**src/core/ctrl_regs_pkg.sv**
```systemverilog
// package: register map, field positions and timing counts
package ctrl_regs_pkg;

  // ==========================================================
  // register offsets
  localparam logic [7:0] I2C_CTRL_ADDR    = 8'h22;
  localparam logic [7:0] SCRATCH_ADDR     = 8'h23;
  localparam logic [7:0] SELF_TEST_ADDR   = 8'h24;

  // ==========================================================
  // control_channel_i2c_control fields
  localparam int SEQ_ERR_BIT     = 7;
  localparam int SEQ_CLR_BIT     = 6;
  localparam int SDA_DLY_LSB     = 3;
  localparam int REMOTE_BLK_BIT  = 2;
  localparam int WD_FAST_BIT     = 1;
  localparam int WD_DIS_BIT      = 0;
  localparam logic [7:0] I2C_CTRL_RST    = 8'h00;

  // ==========================================================
  // self_test_control fields
  localparam int ST_PIN_BIT      = 3;
  localparam int ST_CLK_LSB      = 1;
  localparam int ST_EN_BIT       = 0;
  localparam logic [7:0] SELF_TEST_RST   = 8'h08;
  localparam logic [7:0] SCRATCH_RST     = 8'h00;

  // ==========================================================
  // timing
  localparam int CLK_PERIOD_PS   = 4000;
  localparam int SDA_BASE_NS     = 350;
  localparam int SDA_STEP_NS     = 50;
  localparam int SDA_BASE_CYC    = (SDA_BASE_NS * 1000) / CLK_PERIOD_PS;
  localparam int SDA_STEP_CYC    = (SDA_STEP_NS * 1000) / CLK_PERIOD_PS;
  localparam int WD_FAST_US      = 50;
  localparam int WD_SLOW_S       = 1;
  localparam int WD_FAST_CYC     = (WD_FAST_US * 1000000) / CLK_PERIOD_PS;
  localparam longint WD_SLOW_CYC =
    (longint'(WD_SLOW_S) * 64'hE8D4A51000) / CLK_PERIOD_PS;
  localparam int RECOV_PULSES    = 9;
  localparam int SCL_HALF_CYC    = 313;  // ~400 kHz recovery clock

  // ==========================================================
  // register write request from the I2C slave logic
  typedef struct packed {
    logic       valid;
    logic       remote;  // arrived across the control channel
    logic [7:0] addr;
    logic [7:0] data;
  } reg_wr_s;

endpackage

```
**src/core/ctrl_channel_regs.sv**
```systemverilog
// control-channel I2C control, scratch and self-test registers
// Overview of operation
// - Sequence error event from forward channel sets a read-only sticky flag.
// - Setting the clear bit clears the sequence error flag.
// - Two-bit field adds SDA output delay, 350 ns plus 50 ns per step.
// - With remote block set, writes from across the channel to local regs drop.
// - Blocking never stops remote accesses forwarded to local-side slaves.
// - Watchdog times out near 1 s normally, near 50 us when sped up.
// - SDA high and idle for the timeout marks the bus free; disable bit off.
// - SDA low and idle for the timeout triggers nine SCL recovery pulses.
// - Self-test from pin when source bit is 1, else from enable bit.
`timescale 1ns/1ps
module ctrl_channel_regs
  import ctrl_regs_pkg::*;
#(
  parameter longint WD_SLOW_COUNT = WD_SLOW_CYC
) (
  // clock and reset
  input  wire logic       sys_clk,
  input  wire logic       sys_rst,
  // register access from the I2C slave logic
  input  wire reg_wr_s    regWr,
  input  wire logic [7:0] rdAddr,
  output logic [7:0]      rdData,
  // forward-channel event and forwarding
  input  wire logic       seqErrEvent,
  input  wire logic       fwdToSlave,
  output logic            fwdAllowed,
  // I2C pins (oe low = driving)
  input  wire logic       sclIn,
  input  wire logic       sdaIn,
  output logic            sclOut,
  output logic            sclOe,
  input  wire logic       sdaDrive,
  output logic            sdaOut,
  output logic            sdaOe,
  output logic            busFree,
  // self-test
  input  wire logic       selfTestPin,
  output logic            selfTestEn,
  output logic [1:0]      selfTestClkSel
);
  typedef enum logic [1:0] {WD_IDLE, WD_RECOVER} wd_state_e;

  logic [7:0]  i2cCtrlReg;
  logic [7:0]  scratchReg;
  logic [7:0]  selfTestReg;
  logic        sclSync;
  logic        sclChg;
  logic        sdaSync;
  logic        sdaChg;
  logic        stPinSync;
  logic [39:0] wdCntReg;
  logic [8:0]  halfCntReg;
  logic [4:0]  edgeCntReg;
  logic [7:0]  dlyCntReg;
  logic        sdaDlyReg;
  logic        sclDrvReg;
  wd_state_e   wdStateReg;

  // ==========================================================
  // synchronisers
  sync_edge u_scl (
    .sys_clk (sys_clk),
    .sys_rst (sys_rst),
    .asyncIn (sclIn),
    .level   (sclSync),
    .changed (sclChg)
  );

  sync_edge u_sda (
    .sys_clk (sys_clk),
    .sys_rst (sys_rst),
    .asyncIn (sdaIn),
    .level   (sdaSync),
    .changed (sdaChg)
  );

  sync_edge u_st (
    .sys_clk (sys_clk),
    .sys_rst (sys_rst),
    .asyncIn (selfTestPin),
    .level   (stPinSync),
    .changed ()
  );

  // ==========================================================
  // write decode
  wire wrAllowed  = regWr.valid && !(regWr.remote
                    && i2cCtrlReg[REMOTE_BLK_BIT]);
  wire wrI2cCtrl  = wrAllowed && (regWr.addr == I2C_CTRL_ADDR);
  wire wrScratch  = wrAllowed && (regWr.addr == SCRATCH_ADDR);
  wire wrSelfTest = wrAllowed && (regWr.addr == SELF_TEST_ADDR);
  // clear bit is a level: flag cleared each cycle it stays set, except a cycle with an event
  wire seqClr     = i2cCtrlReg[SEQ_CLR_BIT];

  // forwarding to local-side slaves ignores the block bit
  assign fwdAllowed = fwdToSlave;

  // register storage
  always_ff @(posedge sys_clk) begin
    if (sys_rst) begin
      i2cCtrlReg  <= I2C_CTRL_RST;
      scratchReg  <= SCRATCH_RST;
      selfTestReg <= SELF_TEST_RST;
    end else begin
      if (wrI2cCtrl) begin
        i2cCtrlReg[6:0] <= {regWr.data[6], 1'b0, regWr.data[4:0]};
      end
      if (seqErrEvent) begin
        i2cCtrlReg[SEQ_ERR_BIT] <= 1'b1;  // set wins
      end else if (seqClr) begin
        i2cCtrlReg[SEQ_ERR_BIT] <= 1'b0;
      end
      if (wrScratch) begin
        scratchReg <= regWr.data;
      end
      if (wrSelfTest) begin
        selfTestReg <= {4'h0, regWr.data[3:0]};
      end
    end
  end

  // read mux, unmapped reads zero
  assign rdData = (rdAddr == I2C_CTRL_ADDR)  ? i2cCtrlReg  :
                  (rdAddr == SCRATCH_ADDR)   ? scratchReg  :
                  (rdAddr == SELF_TEST_ADDR) ? selfTestReg : 8'h00;

  // ==========================================================
  // self-test source
  assign selfTestEn = selfTestReg[ST_PIN_BIT] ? stPinSync
                      : selfTestReg[ST_EN_BIT];
  assign selfTestClkSel = selfTestReg[ST_CLK_LSB +: 2];

  // ==========================================================
  // SDA output delay after SCL falling edge
  wire [7:0] dlyTarget = 8'(SDA_BASE_CYC)
    + 8'(SDA_STEP_CYC) * {6'h00, i2cCtrlReg[SDA_DLY_LSB +: 2]};
  wire sclFall = sclChg && sclSync;

  // while scl is high sda follows at once; low-phase changes wait
  // delay counter restarts on every synced scl fall
  always_ff @(posedge sys_clk) begin
    if (sys_rst) begin
      dlyCntReg <= 8'h00;
      sdaDlyReg <= 1'b1;
    end else if (sclFall) begin
      dlyCntReg <= 8'h01;
    end else if (dlyCntReg != 8'h00) begin
      dlyCntReg <= (dlyCntReg >= dlyTarget) ? 8'h00 : dlyCntReg + 8'h01;
      if (dlyCntReg >= dlyTarget) begin
        sdaDlyReg <= sdaDrive;
      end
    end else if (!sclSync) begin
      sdaDlyReg <= sdaDlyReg;
    end else begin
      sdaDlyReg <= sdaDrive;
    end
  end

  // open drain: only ever pulls sda low
  assign sdaOut = 1'b0;
  assign sdaOe  = sdaDlyReg;

  // ==========================================================
  // bus watchdog: idle timer, free flag and recovery clocking
  wire [39:0] wdLimit = i2cCtrlReg[WD_FAST_BIT] ? 40'(WD_FAST_CYC)
                        : 40'(WD_SLOW_COUNT);
  wire busAct  = sclChg || sdaChg;
  wire wdOn    = !i2cCtrlReg[WD_DIS_BIT];
  wire wdFire  = wdOn && (wdCntReg >= wdLimit);

  // idle count, then free flag or recovery clocking
  always_ff @(posedge sys_clk) begin
    if (sys_rst) begin
      wdCntReg   <= 40'h0000000000;
      busFree    <= 1'b0;
      wdStateReg <= WD_IDLE;
      halfCntReg <= 9'h000;
      edgeCntReg <= 5'h00;
      sclDrvReg  <= 1'b0;
    end else begin
      case (wdStateReg)
        WD_IDLE: begin
          sclDrvReg <= 1'b0;
          if (busAct || !wdOn) begin
            wdCntReg <= 40'h0000000000;
            busFree  <= 1'b0;
          end else if (wdFire) begin
            wdCntReg <= 40'h0000000000;
            if (sdaSync) begin
              busFree <= 1'b1;
            end else begin
              wdStateReg <= WD_RECOVER;
              edgeCntReg <= 5'h00;
              halfCntReg <= 9'h000;
            end
          end else begin
            wdCntReg <= wdCntReg + 40'h0000000001;
          end
        end
        WD_RECOVER: begin
          // hung bus: count half periods, stop after the ninth pulse
          if (halfCntReg == 9'(SCL_HALF_CYC - 1)) begin
            halfCntReg <= 9'h000;
            sclDrvReg  <= ~sclDrvReg;
            edgeCntReg <= edgeCntReg + 5'h01;
            if (edgeCntReg == 5'(2 * RECOV_PULSES - 1)) begin
              wdStateReg <= WD_IDLE;  // nine pulses done
              sclDrvReg  <= 1'b0;
            end
          end else begin
            halfCntReg <= halfCntReg + 9'h001;
          end
        end
        default: wdStateReg <= WD_IDLE;
      endcase
    end
  end

  // recovery clock only ever pulls scl low
  assign sclOut = 1'b0;
  assign sclOe  = !sclDrvReg;  // low pulls SCL low
endmodule // ctrl_channel_regs

```
**src/core/sync_edge.sv**
```systemverilog
// three-stage synchroniser with agreement-based change detection
`timescale 1ns/1ps
module sync_edge (
  // clock and reset
  input  wire logic sys_clk,
  input  wire logic sys_rst,
  // pin side
  input  wire logic asyncIn,
  // synchronised side
  output logic      level,
  output logic      changed
);
  logic stage1Reg;
  logic stage2Reg;
  logic stage3Reg;

  // stage1 feeds stage2 only
  always_ff @(posedge sys_clk) begin
    if (sys_rst) begin
      stage1Reg <= 1'b1;
      stage2Reg <= 1'b1;
      stage3Reg <= 1'b1;
      level     <= 1'b1;
    end else begin
      stage1Reg <= asyncIn;
      stage2Reg <= stage1Reg;
      stage3Reg <= stage2Reg;
      if (stage2Reg == stage3Reg) begin
        level <= stage3Reg;
      end
    end
  end

  assign changed = (stage2Reg == stage3Reg) && (stage3Reg != level);
endmodule // sync_edge

```
**config.mk**
```make
export PLATFORM = sky130hd
export DESIGN_NAME = ctrl_channel_regs
export DESIGN_NICKNAME = d
export VERILOG_FILES = /design/src/core/ctrl_regs_pkg.sv /design/src/core/ctrl_channel_regs.sv /design/src/core/sync_edge.sv
export SDC_FILE = /design/constraint.sdc
export NUM_CORES = 1
export LEC_CHECK = 0
export BUFFER_PORTS_ARGS = -buffer_cell sky130_fd_sc_hd__buf_2
export CAP_MARGIN = 20
export CORE_MARGIN = 1
export CORE_UTILIZATION = 45
export DETAILED_ROUTE_END_ITERATION = 8
export GPL_TIMING_DRIVEN = 0
export SETUP_SLACK_MARGIN = 0.5
export SLEW_MARGIN = 20
export SYNTH_ARGS = -nofsm -noshare
export SYNTH_HDL_FRONTEND = slang
export SYNTH_SLANG_ARGS = --single-unit
```
**constraint.sdc**
```tcl
create_clock -name sys_clk -period 2.95 [get_ports sys_clk]
set_input_delay 0.1475 -clock sys_clk [delete_from_list [all_inputs] [get_ports sys_clk]]
set_output_delay 0.1475 -clock sys_clk [all_outputs]
set_load 0.01 [all_outputs]
```
Word-level counts from Yosys, hierarchy flattened:

Cells that the tools add are included.
W data, S select, Z words.

* input port bits: 34
* memories: 0
* RAM bits: 0
* bits in read-only memories: 0
* flip-flop bits (word level): 98
* latch bits: 0

* div/mod/pow operators: 0
* multiply operators: 1
* $lt $le $gt $ge: 2
* shifts and indexed selects: 0
* $add $sub $neg: 5
* bitwise operators: 2
* equality and inequality tests: 20
* muxes and demuxes: 37
* reduce and logical (&&, ||, !) cells: 29

Operators by type and width (count)
* $mux W40: 2
* $eq A8 B6 Y1 const B: 6
* $add A40 B1 Y40 const B: 1
* $ge A40 B28 Y1: 1
* $mux W9: 4
* $mux W28: 1
* $mux W8: 3
* $mux W5: 4
* $pmux W9 S2: 1
* $mux W1: 13
* $reduce_bool A2 Y1: 6
* $mux W2: 5
* $ne A2 B2 Y1 const B: 5
* $pmux W5 S2: 1
* $reduce_and A5 Y1: 2
* $add A9 B1 Y9 const B: 1
* $eq A9 B9 Y1 const B: 1
* $logic_and A1 B1 Y1: 9
* $add A7 B6 Y8 const A: 1
* $add A8 B1 Y8 const B: 1
* $ge A8 B8 Y1: 1
* $reduce_bool A8 Y1: 1
* $reduce_and A3 Y1: 2
* $add A5 B1 Y5 const B: 1
* other kinds (16): 23

Logic depth before layout (Yosys ltp):

* depth after elaboration: 6
* mapped depth: 10

By module:

A second synthesis with hierarchy kept.

* cells, all modules: 618
* area, all modules: 5494.0 µm²

Modules (own cells, without submodules)
* ctrl_channel_regs: seq. area each 1701.6 µm², area each 5081.1 µm², times used 1, cells each 579
* sync_edge: seq. area each 80.1 µm², area each 137.6 µm², times used 3, cells each 13

Worst setup path before layout:

OpenSTA, ideal clock, no wires.

* path type: reg-to-reg
* from: register i2cCtrlReg[1]
* to: register wdStateReg[0]
* clock period less this slack: 2.330 ns
* library setup time: 0.115 ns
* arrival: 2.215 ns
* data required time: 2.835 ns
* buffers on the path: 1
* cell stages (with the launch flop): 9
* slack: 0.620 ns
* path through: dfxtp_1 > ha_1 > and3_1 > a221oi_1 > o21ai_1 > a221oi_2 > a21oi_1 > buf_2 > o21a_1

* longest elaborated chain between the ends: 5

Ends and longest elaborated chain
* start, declared: RTL line ctrl_channel_regs.sv:45 `logic [7:0] i2cCtrlReg;`
* start signal, assigned: RTL line ctrl_channel_regs.sv:108 `i2cCtrlReg[6:0] <= {regWr.data[6], 1'b0, regWr.data[4:0]};`
* $mux W28: RTL line ctrl_channel_regs.sv:167 `wire [39:0] wdLimit = i2cCtrlReg[WD_FAST_BIT] ? 40'(WD_FAST_CYC)`
* $ge A40 B28 Y1: RTL line ctrl_channel_regs.sv:171 `wire wdFire = wdOn && (wdCntReg >= wdLimit);`
* $logic_and A1 B1 Y1: RTL line ctrl_channel_regs.sv:171
* $ne A2 B2 Y1 (no line)
* $reduce_and A5 Y1 (no line)
* end signal, assigned: RTL line ctrl_channel_regs.sv:178 `wdStateReg <= WD_IDLE;`
* end signal, assigned: RTL line ctrl_channel_regs.sv:194 `wdStateReg <= WD_RECOVER;`
* end signal, assigned: RTL line ctrl_channel_regs.sv:209 `wdStateReg <= WD_IDLE;`
* end, declared: RTL line ctrl_channel_regs.sv:59 `wd_state_e wdStateReg;`

No other way between the ends.
A chain may end at the register's enable or synchronous reset.

Worst setup path after layout:

Ends and elaborated chain as after synthesis.

==> impl_summary.txt <==
----------------------------------------------------
[Status]
  Result of the run ... complete, no violations

[Logic synthesis]
  Proportion of synthesized chip area in sequential cells ... 0.399
  Synthesized area ... between 4000 and 5000 sq um
  Post-synthesis simple-gate area fraction ... 0.256
  Top_reg_cell synth ... sky130_fd_sc_hd__dfxtp_1
  Dominant combinational cell family by area after synthesis ... simple AND/OR/NAND/NOR gates
  Yosys warning count ... 0
  Most area-hungry cell type in the Yosys netlist ... sky130_fd_sc_hd__dfxtp_1
  Fraction of post-synthesis cell area in the top cell type by area ... 0.399
  Multiplexer share of the synthesized area ... 0.0455
  Post-Synth Adder-Cell Area ... 0.0822
  Share of async-settable or async-resettable flops after synthesis ... 0
  Synthesized netlist cell count ... roughly 570
  Number of storage elements in the synthesis netlist ... just under 100
  Xor/xnor share of the synthesized area ... 0.0773
  Leading post-synthesis cells by cell area ... sky130_fd_sc_hd__dfxtp_1 40%, sky130_fd_sc_hd__ha_1 8.2%, sky130_fd_sc_hd__nor2_1 7.0%
  Synth cell types ... 56
  Synth Area in Compound Gates ... 0.0984
  Number of enable flip-flop cells after synthesis ... 0
  Synthesized area divided by synthesized cell count ... about 8.6 sq um

[Global route]
  Antenna violations before repair ... 0
  Global-route wire length before repair ... between 15000 and 20000 microns
  Overall Global Routing Usage ... 0.192
  Via count of the first global-routing pass ... 3918
  Maximum number of pins on one net before global-route repair ... 17
  GRT overflow ... 0

[Final layout]
  Sequential cell area in the final layout ... roughly 1900 sq um
  Final core area utilization ... 0.539
  Commonest cells after routing, fill and taps aside ... 93 x sky130_fd_sc_hd__dfxtp_1, 91 x sky130_fd_sc_hd__nor2_1, 49 x sky130_fd_sc_hd__buf_2
  Most common cell after layout, fill and taps aside ... sky130_fd_sc_hd__dfxtp_1
  Number of antenna repair diodes ... 0
  Filler cell count in the final layout ... just under 1000
  Final Net Count ... between 700 and 800
  Area growth from synthesis to layout ... 15.3%
  Combined area of the multi-input logic cells ... 2780 sq um
  Share of layout cells above drive strength 1 ... 0.164

[Clock network]
  Number of clock sinks ... slightly below 100
  Clock network latency to the later pin of the worst-skew pair ... between 0.3 and 0.4 ns
  Clock-pin slew on the worst setup and hold paths ... 0.09 ns
  CTS tree ... yes
  Maximum root-to-sink buffer count ... 2
  CTS HTree Levels ... 3
  Root Buffer Master ... sky130_fd_sc_hd__clkbuf_8
  Number of buffers inserted during clock tree synthesis ... 9

[Die]
  Effective utilization at floorplan ... 0.468
  Height of the die ... 106 microns
  Number of placement rows ... 37
  Core area ... ~10000 sq um
  Number of ports placed on the die boundary ... ~50
  Full die area ... around 11000 sq um
  Die width ... between 100 and 150 microns

[Worst hold path]
  Class of the tightest hold or removal check ... primary input to flip-flop

[Critical path]
  Worst path arrival time ... roughly 2.5 ns
  Required time reported for the critical path endpoint ... 3.22 ns
  Critical Setup Path Class ... flip-flop to flip-flop
  CP Capture Type ... flip-flop
  Startpoint type of the worst setup path ... flip-flop
  Worst-path maximum fanout ... 10

[STA]
  Clock skew ... a little over 0.006 ns
  Fmax ... about 440 MHz
  Part of the cycle the worst path needs ... 0.770
  Setup repair after global routing missed its margin ... yes
  Final TNS setup ... 0 ns
  Post-layout min period ... around 2.3 ns
  Measured slew at the worst slew-check pin ... a little over 1 ns
  Worst rel slew slack ... 0.320
  Final hold viol count ... 0
  Number of failing setup endpoints in the final timing report ... 0
  Number of max-slew violations in the final report ... 0

[Power and ir drop]
  Final Total Pwr ... about 2.4 mW
  Worst vdd ir ... a little under 0.4 mV
  Power density over cell area ... between 400 and 500 nW/um^2
  Leak pwr ... ~2.3 nW

[Job]
  Number of maximum-capacitance violations ... 0

[Route]
  Number of remaining DRC errors ... 0
  Length of the first detailed-routing pass in iterations ... 4
  Final routed wire length divided by cell count ... approximately 13 microns
  Via count normalized by instance count ... between 5 and 6
  Number of nets still failing antenna checks after routing ... 0
  Detailed Route Iter0 Violations ... about 150
  Total Wirelength ... about 10000 microns
  Vias after detailed routing ... around 4100

[Placement]
  GPL Wtd Cong ... about 0.8
  Sum of net half-perimeters after detailed placement ... approximately 7400 microns
  I/O Buffers ... 47

----------------------------------------------------
[Yosys cell counts (3+ instances only)]
master                     number
sky130_fd_sc_hd__a21o_1         3
sky130_fd_sc_hd__a21oi_1       20
sky130_fd_sc_hd__a31oi_1        7
sky130_fd_sc_hd__a41oi_1        3
sky130_fd_sc_hd__and2_1         5
sky130_fd_sc_hd__and3_1        12
sky130_fd_sc_hd__and4_1         5
sky130_fd_sc_hd__buf_2          3
sky130_fd_sc_hd__buf_4          5
sky130_fd_sc_hd__clkbuf_1      14
sky130_fd_sc_hd__dfxtp_1       97
sky130_fd_sc_hd__ha_1          32
sky130_fd_sc_hd__inv_1         22
sky130_fd_sc_hd__mux2i_1       21
sky130_fd_sc_hd__nand2_1       46
sky130_fd_sc_hd__nand3_1       24
sky130_fd_sc_hd__nand4_1       10
sky130_fd_sc_hd__nand4b_1       4
sky130_fd_sc_hd__nor2_1        91
sky130_fd_sc_hd__nor2b_1        5
sky130_fd_sc_hd__nor3_1        18
sky130_fd_sc_hd__nor4_1         8
sky130_fd_sc_hd__o21ai_0       16
sky130_fd_sc_hd__o21ai_1        3
sky130_fd_sc_hd__o22ai_1        7
sky130_fd_sc_hd__or2_2          9
sky130_fd_sc_hd__or4b_2         3
sky130_fd_sc_hd__xnor2_1       17
sky130_fd_sc_hd__xor2_1        26
[state kept, by name, summed over array words and instances, names as in the netlist, 4 cells and up]
name         cells
wdCntReg        40
halfCntReg       9
dlyCntReg        8
scratchReg       8
i2cCtrlReg       7
edgeCntReg       5
selfTestReg      4
[routing by layer]
layer,routed length [microns],vias to the layer above,GRT usage
met1,4990,1875,0.241
met3,327,11,0.0392
met4,110,0,0.0585
met2,4740,54,0.331
li1,-,2114,-
met5,0,-,0
[stage by stage]
stage	worst slack (ns)	cells	hold slack (ns)	cell area, sq um
finish	0.680	778	0.0282	5620
CTS	0.544	776	0.00999	5570
detailed placement	0.0699	753	0.332	5280
global route	0.464	778	0.0153	5620
floorplan	0.620	570	0.251	4870
global placement	0.0975	753	0.332	5280
[critical path: stages (launching register included)]
cell	delay, ns
sky130_fd_sc_hd__dfxtp_4	0.38
sky130_fd_sc_hd__ha_1	0.31
sky130_fd_sc_hd__and3_1	0.22
sky130_fd_sc_hd__a221oi_2	0.24
sky130_fd_sc_hd__o21ai_1	0.12
sky130_fd_sc_hd__a221oi_2	0.24
sky130_fd_sc_hd__buf_4	0.17
sky130_fd_sc_hd__a21oi_2	0.10
sky130_fd_sc_hd__buf_2	0.22
sky130_fd_sc_hd__o21a_1	0.18
[final cells by class]
type	count	area share
Buffer	23	0.0223
Clock buffer	10	0.0227
Clock inverter	6	0.0123
Inverter	22	0.0147
Multi-Input combinational cell	428	0.495
Sequential cell	97	0.347
Tap cell	136	0.0303
Timing Repair Buffer	56	0.0557
[final timing paths]
kind,start,cells past startpoint,endpoint,slack [ns]
worst min register to register,u_scl.stage1Reg,1,u_scl.stage2Reg,0.42
worst max register to register,i2cCtrlReg[1],9,wdStateReg[0],0.68
worst min-delay path,regWr[7],3,scratchReg[7],0.03
worst max-delay path,i2cCtrlReg[1],9,wdStateReg[0],0.68
[repair_timing]
item                                   4_1_cts  5_1_grt
endpoints found under the hold margin        4        0
setup endpoints to repair                   63       53
gates resized for setup                      6       14
buffers inserted                             3        2
pin swaps                                    1        1
hold buffers                                 4        0
[where the power goes]
part | leakage, nW | switching, mW | total [mW] | internal, mW
combinational | 1.44 | 0.104 | 0.190 | 0.0859
sequential | 0.787 | 0.0148 | 1.34 | 1.33
clock | 0.0847 | 0.471 | 0.864 | 0.393
total | 2.31 | 0.590 | 2.40 | 1.81
[logic make-up (layout without fill, tap and decap cells)]
family | count (synthesis) | after routing
XOR/XNOR | 43 | 43
multiplexers | 22 | 22
flip-flops | 97 | 97
other | 1 | 2
AND/OR/NAND/NOR | 253 | 253
adder cells (fa/ha/maj) | 32 | 32
AO/OA/AOI/OAI | 76 | 76
buffers and inverters | 45 | 117
No activity file was read; power rests on OpenSTA's default activity.
